$ cat src/pkg/slc_pkg.sv
// Package for the primary loop control block: register map, codes and timing
package slc_pkg;
  // Register byte addresses
  localparam logic [11:0] ADDR_MODE = 12'h000;
  localparam logic [11:0] ADDR_BW = 12'h004;
  localparam logic [11:0] ADDR_HOLD_CFG = 12'h008;
  localparam logic [11:0] ADDR_OFS_LO = 12'h00c;
  localparam logic [11:0] ADDR_OFS_HI = 12'h010;
  localparam logic [11:0] ADDR_SLOPE = 12'h014;
  localparam logic [11:0] ADDR_LIMIT = 12'h018;
  localparam logic [11:0] ADDR_STATUS = 12'h01c;
  localparam logic [11:0] ADDR_APPLIED = 12'h020;
  localparam logic [11:0] ADDR_FREQ_LO = 12'h024;
  localparam logic [11:0] ADDR_PBO = 12'h028;

  // Operating mode codes
  localparam logic [4:0] MODE_AUTO = 5'h00;
  localparam logic [4:0] MODE_FREERUN = 5'h01;
  localparam logic [4:0] MODE_HOLDOVER = 5'h02;
  localparam logic [4:0] MODE_LOCKED = 5'h04;
  localparam logic [4:0] MODE_PRELOCK2 = 5'h05;
  localparam logic [4:0] MODE_PRELOCK = 5'h06;
  localparam logic [4:0] MODE_LOSTPH = 5'h07;
  localparam logic [4:0] MODE_DCO = 5'h0a;

  localparam logic [4:0] BW_CODE_MAX = 5'h15;
  localparam logic [2:0] SLOPE_PROG = 3'h7;
  localparam logic [2:0] SLOPE_RESET = 3'h7;
  localparam logic [1:0] HIST_RESET = 2'h0;
  localparam logic [1:0] AVG_RESET = 2'h1;

  // Hold config and PBO bit positions
  localparam int HC_AVG_LSB = 0;
  localparam int HC_HIST_LSB = 2;
  localparam int HC_AUTO = 4;
  localparam int HC_MAN = 5;
  localparam int HC_RDAVG = 6;
  localparam int PBO_EN = 0;
  localparam int PBO_FRZ = 1;

  // Timing
  localparam longint CLK_HZ = 20000000;
  localparam int START_TIME_S = 2;
  localparam longint START_CYC = CLK_HZ * START_TIME_S;
  localparam int HIST1_S = 1;
  localparam int HIST8_S = 8;
  localparam int HIST64_S = 64;

  typedef enum logic [2:0] {
    STG_START = 3'b001,
    STG_ACQ = 3'b010,
    STG_LOCK = 3'b100
  } slc_stage_t;

  typedef struct packed {
    logic [4:0] bw;
    logic [2:0] damp;
  } slc_loop_set_t;

  typedef struct packed {
    logic psel;
    logic penable;
    logic pwrite;
    logic [11:0] paddr;
    logic [31:0] pwdata;
  } slc_apb_req_t;
endpackage

$ cat src/slc_loop_ctrl.sv
// Primary loop control: stage bandwidth, DCO, holdover, hitless switch, slope and limit
// Behaviour
// - First two seconds of a lock attempt use starting bandwidth and damping.
// - Acquisition stage uses acquisition bandwidth and damping.
// - Once locked, use locked bandwidth and damping.
// - Stages advance automatically with the matching set, no software action.
// - Locked bandwidth codes 0 to 21 valid; 22 to 31 reserved.
// - Locked mode follows phase and frequency of selected input.
// - Pre-locked2 and lost-phase still track the selected input.
// - Host writes 40-bit signed offset; oscillator runs at it within 92 ppm.
// - Mode code 01010 drives output from the written offset word.
// - Offset word LSB is a fixed fine step, not scaled by applied offset.
// - Holdover steers from stored frequency, no phase lock.
// - Without manual or auto averaging, history field picks averaged value.
// - History picks now, 1, 8 or 64 s; averaging picks filter bandwidth.
// - Manual holdover takes offset straight from the written word.
// - Reset defaults to current averaged value, 1.5 mHz filter.
// - Offset word reads averaged value if read-average set, else written.
// - Hitless enabled: reference change or holdover exit triggers phase build-out.
// - Freeze ignores new triggers and holds compensated phase offset.
// - Hitless disabled: phase slews back to zero under slope limit.
// - Three-bit slope code picks fixed limits; 111 picks programmable.
// - Programmable slope is 24 bits, resets to zero.
// - Output frequency always clamped within the hard offset limit.
`timescale 1ns/1ns
module slc_loop_ctrl #(
  parameter longint START_CYCLES = slc_pkg::START_CYC,
  parameter longint SEC_CYCLES = slc_pkg::CLK_HZ,
  parameter int FW = 40
) (
  input wire logic CLK,
  input wire logic RESET_N,
  input wire slc_pkg::slc_apb_req_t APB_REQ,
  output logic PREADY,
  output logic PSLVERR,
  output logic [31:0] PRDATA,
  input wire logic REF_VALID,
  input wire logic REF_SWITCH,
  input wire logic LOOP_LOCKED,
  input wire logic [FW-1:0] LOOP_FREQ,
  input wire logic [31:0] PHASE_ERR,
  output slc_pkg::slc_loop_set_t LOOP_SET,
  output logic TRACK_PHASE,
  output logic TRACK_FREQ,
  output logic [FW-1:0] FREQ_OUT,
  output logic [31:0] PHASE_COMP,
  output logic [2:0] SLOPE_CODE,
  output logic [23:0] SLOPE_VALUE,
  output logic PBO_EVENT
);
  import slc_pkg::*;

  // ****************************************
  // Reset and bus
  // ****************************************
  logic rst_s1_r, rst_n_r;
  always_ff @(posedge CLK or negedge RESET_N) begin
    if (!RESET_N) begin
      rst_s1_r <= 1'b0;
      rst_n_r <= 1'b0;
    end else begin
      rst_s1_r <= 1'b1;
      rst_n_r <= rst_s1_r;
    end
  end

  logic wr_en, rd_en, addr_ok;
  assign wr_en = APB_REQ.psel && APB_REQ.penable && APB_REQ.pwrite;
  assign rd_en = APB_REQ.psel && APB_REQ.penable && !APB_REQ.pwrite;
  assign PREADY = 1'b1;
  always_comb begin
    case (APB_REQ.paddr)
      ADDR_MODE, ADDR_BW, ADDR_HOLD_CFG, ADDR_OFS_LO, ADDR_OFS_HI, ADDR_SLOPE,
      ADDR_LIMIT, ADDR_STATUS, ADDR_APPLIED, ADDR_FREQ_LO, ADDR_PBO: addr_ok = 1'b1;
      default: addr_ok = 1'b0;
    endcase
  end
  assign PSLVERR = APB_REQ.psel && APB_REQ.penable && !addr_ok;

  function automatic logic wr_hit(input logic [11:0] a);
    wr_hit = wr_en && (APB_REQ.paddr == a);
  endfunction

  // ****************************************
  // Configuration registers
  // ****************************************
  logic [4:0] loop_mode_select_r;
  slc_loop_set_t start_set_r, acquire_set_r, lock_set_r;
  logic [1:0] avg_r, hist_r;
  logic auto_r, man_r, rdavg_r;
  logic [FW-1:0] offset_word_r, limit_r;
  logic [2:0] slope_limit_code_r;
  logic [23:0] slope_limit_value_r;
  logic hs_en_r, hs_frz_r;

  always_ff @(posedge CLK or negedge rst_n_r) begin
    if (!rst_n_r) begin
      loop_mode_select_r <= MODE_AUTO;
      start_set_r <= '0;
      acquire_set_r <= '0;
      lock_set_r <= '0;
      avg_r <= AVG_RESET;
      hist_r <= HIST_RESET;
      auto_r <= 1'b0;
      man_r <= 1'b0;
      rdavg_r <= 1'b0;
      slope_limit_code_r <= SLOPE_RESET;
      slope_limit_value_r <= '0;
      limit_r <= '1;
      hs_en_r <= 1'b0;
      hs_frz_r <= 1'b0;
    end else begin
      if (wr_hit(ADDR_MODE)) loop_mode_select_r <= APB_REQ.pwdata[4:0];
      if (wr_hit(ADDR_BW)) begin
        start_set_r <= APB_REQ.pwdata[7:0];
        acquire_set_r <= APB_REQ.pwdata[15:8];
        // reserved locked codes are refused, old value kept
        if (APB_REQ.pwdata[23:19] <= BW_CODE_MAX) lock_set_r <= APB_REQ.pwdata[23:16];
      end
      if (wr_hit(ADDR_HOLD_CFG)) begin
        avg_r <= APB_REQ.pwdata[HC_AVG_LSB+:2];
        hist_r <= APB_REQ.pwdata[HC_HIST_LSB+:2];
        auto_r <= APB_REQ.pwdata[HC_AUTO];
        man_r <= APB_REQ.pwdata[HC_MAN];
        rdavg_r <= APB_REQ.pwdata[HC_RDAVG];
      end
      if (wr_hit(ADDR_SLOPE)) begin
        slope_limit_code_r <= APB_REQ.pwdata[26:24];
        slope_limit_value_r <= APB_REQ.pwdata[23:0];
      end
      if (wr_hit(ADDR_LIMIT)) limit_r <= {APB_REQ.pwdata[FW-9:0], 8'hff};
      if (wr_hit(ADDR_PBO)) begin
        hs_en_r <= APB_REQ.pwdata[PBO_EN];
        hs_frz_r <= APB_REQ.pwdata[PBO_FRZ];
      end
    end
  end

  // offset word written as low and high halves, each on its own, in either order
  always_ff @(posedge CLK or negedge rst_n_r) begin
    if (!rst_n_r) begin
      offset_word_r <= '0;
    end else begin
      if (wr_hit(ADDR_OFS_LO)) offset_word_r[31:0] <= APB_REQ.pwdata;
      if (wr_hit(ADDR_OFS_HI)) offset_word_r[FW-1:32] <= APB_REQ.pwdata[FW-33:0];
    end
  end

  // ****************************************
  // Locking stages
  // ****************************************
  slc_stage_t stage_r, stage_nxt;
  logic [31:0] stage_cnt_r;
  logic tracking;
  assign tracking = (loop_mode_select_r == MODE_LOCKED) ||
    (loop_mode_select_r == MODE_PRELOCK2) || (loop_mode_select_r == MODE_PRELOCK) ||
    (loop_mode_select_r == MODE_LOSTPH) ||
    ((loop_mode_select_r == MODE_AUTO) && REF_VALID);

  always_comb begin
    stage_nxt = stage_r;
    case (stage_r)
      STG_START: if (stage_cnt_r >= 32'(START_CYCLES - 1)) stage_nxt = STG_ACQ;
      STG_ACQ: if (LOOP_LOCKED) stage_nxt = STG_LOCK;
      STG_LOCK: if (!LOOP_LOCKED) stage_nxt = STG_ACQ;
      default: stage_nxt = STG_START;
    endcase
    if (!tracking || REF_SWITCH) stage_nxt = STG_START;
  end

  always_ff @(posedge CLK or negedge rst_n_r) begin
    if (!rst_n_r) begin
      stage_r <= STG_START;
      stage_cnt_r <= '0;
    end else begin
      stage_r <= stage_nxt;
      stage_cnt_r <= (stage_nxt == STG_START && stage_r == STG_START && tracking &&
        !REF_SWITCH) ? stage_cnt_r + 32'h1 : 32'h0;
    end
  end

  always_ff @(posedge CLK or negedge rst_n_r) begin
    if (!rst_n_r) begin
      LOOP_SET <= '0;
    end else begin
      case (stage_r)
        STG_ACQ: LOOP_SET <= acquire_set_r;
        STG_LOCK: LOOP_SET <= lock_set_r;
        default: LOOP_SET <= start_set_r;
      endcase
    end
  end

  // ****************************************
  // Holdover averaging and history
  // ****************************************
  logic [FW-1:0] avg_now_r, hist1_r, hist8_r, hist64_r, hold_val_r;
  logic [31:0] sec_cnt_r;
  logic [6:0] sec_num_r;
  logic locked_now, sec_tick;
  assign locked_now = tracking && stage_r == STG_LOCK;
  assign sec_tick = sec_cnt_r >= 32'(SEC_CYCLES - 1);

  function automatic logic [5:0] avg_shift(input logic [1:0] m);
    case (m)
      2'h0: avg_shift = 6'h10;
      2'h1: avg_shift = 6'h0d;
      2'h2: avg_shift = 6'h0a;
      default: avg_shift = 6'h06;
    endcase
  endfunction

  always_ff @(posedge CLK or negedge rst_n_r) begin
    if (!rst_n_r) begin
      avg_now_r <= '0;
    end else if (locked_now) begin
      avg_now_r <= avg_now_r + FW'(($signed(LOOP_FREQ) - $signed(avg_now_r)) >>>
        avg_shift(avg_r));
    end
  end

  // history snapshots at 1, 8 and 64 s
  always_ff @(posedge CLK or negedge rst_n_r) begin
    if (!rst_n_r) begin
      sec_cnt_r <= '0;
      sec_num_r <= '0;
      hist1_r <= '0;
      hist8_r <= '0;
      hist64_r <= '0;
    end else if (locked_now) begin
      sec_cnt_r <= sec_tick ? 32'h0 : sec_cnt_r + 32'h1;
      if (sec_tick) begin
        sec_num_r <= sec_num_r + 7'h1;
        hist1_r <= avg_now_r;
        if (sec_num_r % 7'(HIST8_S) == 7'h0) hist8_r <= avg_now_r;
        if (sec_num_r % 7'(HIST64_S) == 7'h0) hist64_r <= avg_now_r;
      end
    end
  end

  logic [FW-1:0] hold_sel;
  always_comb begin
    if (man_r) hold_sel = offset_word_r;
    else if (auto_r) hold_sel = avg_now_r;
    else begin
      case (hist_r)
        2'h1: hold_sel = hist1_r;
        2'h2: hold_sel = hist8_r;
        2'h3: hold_sel = hist64_r;
        default: hold_sel = avg_now_r;
      endcase
    end
  end

  logic was_hold_r;
  logic in_hold;
  assign in_hold = loop_mode_select_r == MODE_HOLDOVER;
  always_ff @(posedge CLK or negedge rst_n_r) begin
    if (!rst_n_r) hold_val_r <= '0;
    else if (!in_hold || man_r) hold_val_r <= hold_sel;
  end

  // ****************************************
  // Frequency output and clamp
  // ****************************************
  // Limit is a magnitude; top bit set saturates to the full positive range
  function automatic logic [FW-1:0] lim_mag(input logic [FW-1:0] l);
    lim_mag = l[FW-1] ? {1'b0, {(FW-1){1'b1}}} : l;
  endfunction

  function automatic logic [FW-1:0] clamp(input logic [FW-1:0] v, input logic [FW-1:0] l);
    logic [FW-1:0] pl;
    logic [FW-1:0] nl;
    pl = lim_mag(l);
    nl = -pl;
    if ($signed(v) > $signed(pl)) clamp = pl;
    else if ($signed(v) < $signed(nl)) clamp = nl;
    else clamp = v;
  endfunction

  logic [FW-1:0] freq_raw;
  always_comb begin
    // DCO step is the offset LSB
    if (loop_mode_select_r == MODE_DCO) freq_raw = offset_word_r;
    else if (in_hold) freq_raw = hold_val_r;
    else if (tracking) freq_raw = LOOP_FREQ;
    else freq_raw = '0;
  end

  always_ff @(posedge CLK or negedge rst_n_r) begin
    if (!rst_n_r) FREQ_OUT <= '0;
    else FREQ_OUT <= clamp(freq_raw, limit_r);
  end

  always_ff @(posedge CLK or negedge rst_n_r) begin
    if (!rst_n_r) begin
      TRACK_PHASE <= 1'b0;
      TRACK_FREQ <= 1'b0;
    end else begin
      TRACK_PHASE <= tracking;
      TRACK_FREQ <= tracking;
    end
  end

  // ****************************************
  // Hitless switching
  // ****************************************
  logic hs_trig;
  always_ff @(posedge CLK or negedge rst_n_r) begin
    if (!rst_n_r) was_hold_r <= 1'b0;
    else was_hold_r <= in_hold || loop_mode_select_r == MODE_FREERUN;
  end
  // trigger on switch or holdover/free-run exit
  assign hs_trig = hs_en_r && !hs_frz_r &&
    (REF_SWITCH || (was_hold_r && tracking));

  always_ff @(posedge CLK or negedge rst_n_r) begin
    if (!rst_n_r) begin
      PHASE_COMP <= '0;
      PBO_EVENT <= 1'b0;
    end else begin
      PBO_EVENT <= hs_trig;
      if (hs_trig) PHASE_COMP <= PHASE_ERR;
      // decay toward zero, slope limit applied downstream
      else if (!hs_en_r && PHASE_COMP != 32'h0)
        PHASE_COMP <= PHASE_COMP - {{31{PHASE_COMP[31]}}, 1'b1};
    end
  end
  assign SLOPE_CODE = slope_limit_code_r;
  assign SLOPE_VALUE = slope_limit_value_r;

  // ****************************************
  // Read path
  // ****************************************
  logic [FW-1:0] ofs_rd;
  assign ofs_rd = rdavg_r ? hold_sel : offset_word_r;
  always_ff @(posedge CLK or negedge rst_n_r) begin
    if (!rst_n_r) PRDATA <= '0;
    else if (APB_REQ.psel && !APB_REQ.penable && !APB_REQ.pwrite) begin
      case (APB_REQ.paddr)
        ADDR_MODE: PRDATA <= {27'h0, loop_mode_select_r};
        ADDR_BW: PRDATA <= {8'h0, lock_set_r, acquire_set_r, start_set_r};
        ADDR_HOLD_CFG: PRDATA <= {25'h0, rdavg_r, man_r, auto_r, hist_r, avg_r};
        ADDR_OFS_LO: PRDATA <= ofs_rd[31:0];
        ADDR_OFS_HI: PRDATA <= {24'h0, ofs_rd[FW-1:32]};
        ADDR_SLOPE: PRDATA <= {5'h0, slope_limit_code_r, slope_limit_value_r};
        ADDR_LIMIT: PRDATA <= limit_r[FW-1:8];
        ADDR_STATUS: PRDATA <= {29'h0, stage_r};
        ADDR_APPLIED: PRDATA <= {24'h0, LOOP_SET};
        ADDR_FREQ_LO: PRDATA <= FREQ_OUT[31:0];
        ADDR_PBO: PRDATA <= {30'h0, hs_frz_r, hs_en_r};
        default: PRDATA <= 32'h0;
      endcase
    end
  end

  // ****************************************
  // Checks
  // ****************************************
  chk_start_set: assert property (@(posedge CLK) disable iff (!rst_n_r)
    stage_r == STG_START |=> LOOP_SET == $past(start_set_r)) else $error("start set");
  chk_lock_set: assert property (@(posedge CLK) disable iff (!rst_n_r)
    stage_r == STG_LOCK |=> LOOP_SET == $past(lock_set_r)) else $error("lock set");
  chk_acq_set: assert property (@(posedge CLK) disable iff (!rst_n_r)
    stage_r == STG_ACQ |=> LOOP_SET == $past(acquire_set_r)) else $error("acq set");
  chk_lock_enter: assert property (@(posedge CLK) disable iff (!rst_n_r)
    stage_r == STG_ACQ && LOOP_LOCKED && tracking && !REF_SWITCH |=> stage_r == STG_LOCK)
    else $error("no lock entry");
  chk_bw_legal: assert property (@(posedge CLK) disable iff (!rst_n_r)
    lock_set_r.bw <= BW_CODE_MAX) else $error("reserved bw");
  chk_dco_out: assert property (@(posedge CLK) disable iff (!rst_n_r)
    loop_mode_select_r == MODE_DCO
    |=> FREQ_OUT == clamp($past(offset_word_r), $past(limit_r))) else $error("dco freq");
  chk_clamp_hi: assert property (@(posedge CLK) disable iff (!rst_n_r)
    $signed(FREQ_OUT) <= $signed(lim_mag($past(limit_r)))) else $error("clamp");
  chk_freeze_hold: assert property (@(posedge CLK) disable iff (!rst_n_r)
    hs_frz_r && hs_en_r |=> PHASE_COMP == $past(PHASE_COMP)) else $error("freeze");
  chk_rd_avg: assert property (@(posedge CLK) disable iff (!rst_n_r)
    !rdavg_r |-> ofs_rd == offset_word_r) else $error("read sel");
  chk_man_hold: assert property (@(posedge CLK) disable iff (!rst_n_r)
    man_r |-> hold_sel == offset_word_r) else $error("manual");
  cov_lock: cover property (@(posedge CLK) stage_r == STG_ACQ ##1 stage_r == STG_LOCK);
  cov_pbo: cover property (@(posedge CLK) PBO_EVENT);
  cov_dco: cover property (@(posedge CLK) loop_mode_select_r == MODE_DCO);
endmodule

$ cat config.mk
export PLATFORM = sky130hd
export DESIGN_NAME = slc_loop_ctrl
export DESIGN_NICKNAME = d
export VERILOG_FILES = /design/src/pkg/slc_pkg.sv /design/src/slc_loop_ctrl.sv
export SDC_FILE = /design/constraint.sdc
export NUM_CORES = 1
export LEC_CHECK = 0
export BUFFER_PORTS_ARGS = -buffer_cell sky130_fd_sc_hd__buf_4
export CAP_MARGIN = 30
export CORE_ASPECT_RATIO = 0.9
export CORE_MARGIN = 3
export CORE_UTILIZATION = 55
export CTS_CLUSTER_DIAMETER = 200
export CTS_CLUSTER_SIZE = 8
export DETAILED_ROUTE_END_ITERATION = 6
export PLACE_DENSITY = 0.84
export SYNTH_ARGS = -nofsm -noshare
export SYNTH_HDL_FRONTEND = slang
export SYNTH_SLANG_ARGS = --single-unit
$ cat constraint.sdc
create_clock -name CLK -period 23.9 [get_ports CLK]
set_clock_uncertainty 0.05 [all_clocks]
set_input_delay 1.195 -clock CLK [delete_from_list [all_inputs] [get_ports CLK]]
set_output_delay 1.195 -clock CLK [all_outputs]
set_load 0.005 [all_outputs]
== Yosys cells after proc, flatten, opt, wreduce, memory -nomap -nowiden ==
Cells that the tools add are included.

* Multiplexer cells: 24
* $mul: 0
* Shift operators: 1
* Bitwise logic cells: 0
* Magnitude comparators: 5
* Add/subtract/negate cells: 7
* Eq/ne operators: 26
* Div/mod/pow operators: 0
* Reductions and logical operators: 50

{| class="wikitable"
|+ Operator list
! kind !! number
|-
| 32-bit one-hot mux with 11 select lines || 1
|-
| 40-bit two-way mux || 8
|-
| 32-bit two-way mux || 4
|-
| 40-bit one-hot mux with 3 select lines || 1
|-
| 32-bit by 1-bit adder with 32-bit output, second input constant || 2
|-
| 12-bit by 5-bit == test with 1-bit output, second input constant || 4
|-
| 40-bit adder || 1
|-
| 40-bit > comparator || 1
|-
| 40-bit less-than comparator || 1
|-
| 39-bit negation with 40-bit output || 1
|-
| 40-bit by 6-bit >>> shifter with 40-bit output || 1
|-
| 40-bit subtractor || 1
|-
| 39-bit two-way mux || 1
|-
| 12-bit by 6-bit == test with 1-bit output, second input constant || 3
|-
| 32-bit by 25-bit greater-or-equal comparator with 1-bit output, second input constant || 1
|-
| 32-bit by 26-bit greater-or-equal comparator with 1-bit output, second input constant || 1
|-
| 32-bit nonzero test || 1
|-
| 32-bit subtractor || 1
|-
| 12-bit by 4-bit == test with 1-bit output, second input constant || 2
|-
| 1-bit logical AND || 22
|-
| 5-bit by 3-bit == test with 1-bit output, second input constant || 4
|-
| 8-bit one-hot mux with 2 select lines || 1
|-
| 5-bit one-hot mux with 3 select lines || 1
|-
| 7-bit logical NOT || 2
|-
| other kinds (24) || 47
|}

* Bits in latches: 0
* Memory bits (writable): 0
* Logic and storage cells: 151
* ROM bits: 0
* Input port bits: 124
* Output and inout bits: 144
* Memories: 0
* Flip-flop bits (word level): 528

== Longest topological paths before layout ==
* Word-level depth: 13
* Gate-level depth with buffers: 26
* Gate-level depth less buffers: 26

== Least setup slack after synthesis ==
No wires, ideal clock.

* Path kind: input to register
* Start point: input port LOOP_FREQ[0]
* End point: register avg_now_r[34]
* Setup slack: 16996 ps
* Arrival time: 6718 ps
* Path buffers: 0
* Required time: 23714 ps
* Stages on the path: 25
* Library setup time: 136 ps
* Path through: inv_1 -> ha_1 -> inv_1 -> fa_1 -> a21o_1 -> a22oi_1 -> a211oi_1 -> o31a_1 -> a21oi_2 -> o211ai_1 -> xnor2_1 -> mux2i_1 -> a22o_1 -> mux4_2 -> ha_1 -> and3_1 -> and3_1 -> a2111oi_0 -> nor4_1 -> and4bb_1 -> o32ai_1 -> o41a_1 -> a21oi_1 -> mux2i_1 -> o311ai_1

* Word-level cells in the longest chain between the ends: 3

{| class="wikitable"
|+ RTL lines
! item !! RTL line !! RTL
|-
| start, declared || slc_loop_ctrl.sv:40 || <nowiki>input wire logic [FW-1:0] LOOP_FREQ,</nowiki>
|-
| 40-bit subtractor || slc_loop_ctrl.sv:217 || <nowiki>avg_now_r <= avg_now_r + FW'(($signed(LOOP_FREQ) - $signed(avg_now_r)) >>></nowiki>
|-
| 40-bit by 6-bit >>> shifter with 40-bit output || slc_loop_ctrl.sv:217 ||
|-
| 40-bit adder || slc_loop_ctrl.sv:217 ||
|-
| end signal, assigned || slc_loop_ctrl.sv:217 ||
|-
| end, declared || slc_loop_ctrl.sv:197 || <nowiki>logic [FW-1:0] avg_now_r, hist1_r, hist8_r, hist64_r, hold_val_r;</nowiki>
|}

No other way between the ends.
A chain may end at the register's enable or synchronous reset.

== Worst setup path in the final report ==
Same ends and word-level chain as after synthesis.

==> metrics.md <==
| Metric | Value |
|---|---|
| Run status | `complete, but fails checks` |
| Failing checks | `design-rule violations` |
| Sequential area share after synthesis | `0.384` |
| Layout filler cell count | `4,905` |
| Root buf cell | `clkbuf_16` |
| Syn Area/Cell | `9.19 um^2` |
| Tcrit/Tclk final | `0.346` |
| Fmax | `121 MHz` |
| HP Class | `input port to asynchronous set/reset pin` |
| Core box area | `61,700 um^2` |
| P_leak | `18.6 nW` |
| Post-layout min period | `8.26 ns` |
| HPWL after detailed placement | `88.3 mm` |
| H-tree depth | `3` |
| Worst Setup SP | `LOOP_FREQ[0]` |
| DR vias/cell | `6.75` |
| Final setup vio count | `0` |
| Die Y | `244 um` |
| Mux share of post-synthesis cell area | `0.119` |
| #FFs+latches synth | `527` |
| I/O Buffers | `266` |
| Sequential Area | `13,200 um^2` |
| Main combinational cell family by area after synthesis | `compound AO/OA/AOI/OAI gates` |
| First-pass DRT Iterations | `7` |
| Nets | `4,255` |
| Resized cells post-CTS | `0` |
| Total power divided by cell area | `63.6 nW/um^2` |
| R2R depth | `24` |
| Worst slew margin | `0.224` |
| Gpl congestion | `1.01` |
| Sum Neg Setup Slack | `0 ns` |
| Synth warnings | `0` |
| Max Cap Viol | `0` |
| Final hold slack | `0.311 ns` |
| Clk Latency, worst-skew pair | `0.62 ns` |
| RSZ-0062 raised after global routing | `false` |
| Crit path kind | `input port to flip-flop` |
| Top-Level Pins | `268` |
| Max clock buf depth | `3` |
| All-layer global routing usage | `0.364` |
| Site Rows | `86` |
| P&R area growth vs syn | `14.3%` |
| CP arrival | `8.66 ns` |
| Maximum VDD drop | `56.8 uV` |
| Sink Count | `527` |
| Fraction of layout cells with a size suffix above 1 | `0.190` |
| Largest net degree at the start of global routing | `157` |
| CP startpoint kind | `input port` |
| Hold_buf cts | `0` |
| DR WL/cell | `25.4 um` |
| Post-synth EDFFs | `0` |
| Endpoint type of the worst setup path | `flip-flop` |
| DRC violations left | `24` |
| Post-Route WL | `123 mm` |
| Post-CTS Setup Repair Bufs | `0` |
| Starting Density | `0.559` |
| Simple-Gate Fraction of Synth Area | `0.131` |
| Compound-Gate Fraction of Synth Area | `0.219` |
| Mapped Cells | `3,751` |
| Final Max Tran Viols | `0` |
| TritonCTS clock tree | `built` |
| RR Endpoint | `avg_now_r[34]$_DFFE_PN0P_` |
| Final Hold Viols | `0` |
| CTS clk-pin slew, worst paths | `0.05 ns` |
| CP max FO | `5` |
| CP required | `24.30 ns` |
| First-pass GRT wire length | `187 mm` |
| Number of DRC violations after detailed-routing iteration 0 | `4,771` |
| Total CTS buffers | `75` |
| Cell variety after synth | `95` |
| Adder-cell area share of the yosys netlist | `0.0681` |
| Async SR Flop Fraction | `1.00` |
| Multi-input logic area | `19,900 um^2` |
| R2R setup slack | `15.75 ns` |
| Xor/xnor share of the synthesized area | `0.0353` |
| Total die area | `65,700 um^2` |
| Cell area after synthesis | `34,500 um^2` |
| Vias in the first global route | `31,300` |
| Total overflow reported by the global router | `0` |
| Initial antenna violation count | `1` |
| DR vias | `32,600` |
| ANT nets after route | `0` |
| Crit Reg-Reg Startpoint | `avg_now_r[0]$_DFFE_PN0P_` |
| Worst-Margin Slew | `1.13 ns` |
| # diodes | `0` |
| Ys flop type | `dfrtp_1` |
| Die X-Extent | `270 um` |
-- Yosys cell counts (8+ instances only) --
cell,n,area [um^2]
a2111oi_0,8,70.1
a211o_1,10,87.6
a211oi_1,46,345
a21o_1,79,593
a21oi_1,355,1780
a221o_1,12,120
a221oi_1,17,149
a222oi_1,58,581
a22oi_1,54,405
a31oi_1,27,169
a41oi_1,18,158
and2_1,17,106
and3_1,30,188
and4_1,9,78.8
buf_1,17,63.8
clkbuf_1,186,698
dfrtp_1,490,12300
dfstp_2,37,972
ha_1,183,2290
inv_1,154,578
mux2_2,265,2980
mux2i_1,104,1040
nand2_1,243,912
nand2b_1,21,131
nand3_1,69,345
nand4_1,32,200
nor2_1,465,1750
nor2b_1,13,81.3
nor3_1,32,160
nor4_1,20,125
o211ai_1,50,375
o21a_1,29,218
o21ai_0,149,746
o21ai_1,20,100
o21bai_1,20,150
o22a_1,12,105
o22ai_1,65,407
o31a_1,8,70.1
o31ai_1,16,120
or3_1,14,87.6
or4_1,14,105
xnor2_1,76,666
xor2_1,61,534
-- registers in the layout, summed over array words and instances (netlist names), 40 cells and up --
signal         flops
hist1_r           40
hist64_r          40
hold_val_r        40
offset_word_r     40
avg_now_r         40
FREQ_OUT          40
hist8_r           40
-- per-stage QoR --
step / instance area (um^2) / util / cells / worst slack [ns] / power (W)
final: 39400 / 0.639 / 4828 / 15.64 / 0.00251
after global routing: 39400 / 0.639 / 4828 / 15.41 / 0.00260
after CTS: 39400 / 0.639 / 4828 / 15.95 / 0.00250
after detailed placement: 37300 / 0.604 / 4704 / 15.35 / 0.00151
after global placement: 37200 / 0.603 / 4702 / 15.36 / 0.00149
after floorplan: 34500 / - / 3757 / 8.14 / 0.00130
-- critical path: stages --
cell and delay [ns]:
buf_4 0.13, inv_1 0.05, ha_1 0.16, inv_1 0.05
fa_1 0.40, a21o_1 0.21, a22oi_1 0.59, a211oi_1 0.24
o31a_1 0.41, a21oi_2 0.31, o211ai_1 0.23, xnor2_1 0.32
mux2i_1 0.20, a22o_1 0.28, mux4_2 0.50, ha_1 0.37
and3_1 0.18, and3_1 0.20, a2111oi_0 0.96, nor4_1 0.11
and4bb_1 0.45, o32ai_1 0.16, o41a_1 0.38, a21oi_1 0.20
mux2i_1 0.23, o311ai_1 0.12
-- how the worst max path moves through the flow --
stage               slack, ns                        end  cells past startpoint
CTS                     15.95  avg_now_r[34]$_DFFE_PN0P_                     26
global placement        15.36  avg_now_r[34]$_DFFE_PN0P_                     26
detailed placement      15.35  avg_now_r[34]$_DFFE_PN0P_                     26
floorplan                8.14      FREQ_OUT[0]$_DFF_PN0_                      0
finish                  15.64  avg_now_r[34]$_DFFE_PN0P_                     26
global route            15.41  avg_now_r[34]$_DFFE_PN0P_                     26
-- logic make-up after synthesis --
family	Yosys count
muxes	372
DFF	527
and+or+nand+nor	1011
xor gates and xnor gates	138
adders and majority gates	186
other	2
AOI/OAI and AO/OA	1141
buffers and inverters	374
-- area by class of cell --
| class | instances | share of cell area |
|---|---|---|
| clock buffers | 120 | 0.0530 |
| clock inverters | 4 | 0.00156 |
| inverters | 159 | 0.0151 |
| multi-input cells | 2856 | 0.504 |
| flip-flops and latches | 527 | 0.336 |
| well taps | 836 | 0.0265 |
| repair buffers | 326 | 0.0634 |
-- placed cells by master, fill, tap and decap left out, types with 77 or more instances in the layout --
| master | netlist | layout |
|---|---|---|
| a21oi_1 | 355 | 354 |
| dfrtp_1 | 490 | 486 |
| mux2i_1 | 104 | 104 |
| nand2_1 | 243 | 241 |
| o21ai_0 | 149 | 149 |
| nor2_1 | 465 | 456 |
| mux2_2 | 265 | 265 |
| a21o_1 | 79 | 79 |
| ha_1 | 183 | 182 |
| clkbuf_16 | 0 | 77 |
| buf_4 | 2 | 323 |
| inv_1 | 154 | 154 |
-- power breakdown --
part           switching [W]  internal (W)
registers          0.0000565      0.000940
logic               0.000291      0.000221
clock network       0.000403      0.000594
total               0.000750       0.00176
-- metal layers --
layer  global-route usage  up-vias  wire, um
met5                    0        -        23
met4                0.192        4      7950
met3               0.0965      488     15000
met2                0.533     2192     51100
met1                0.494    15700     48700
li1                     -    14200         -
Power figures use the tool's default switching activity.
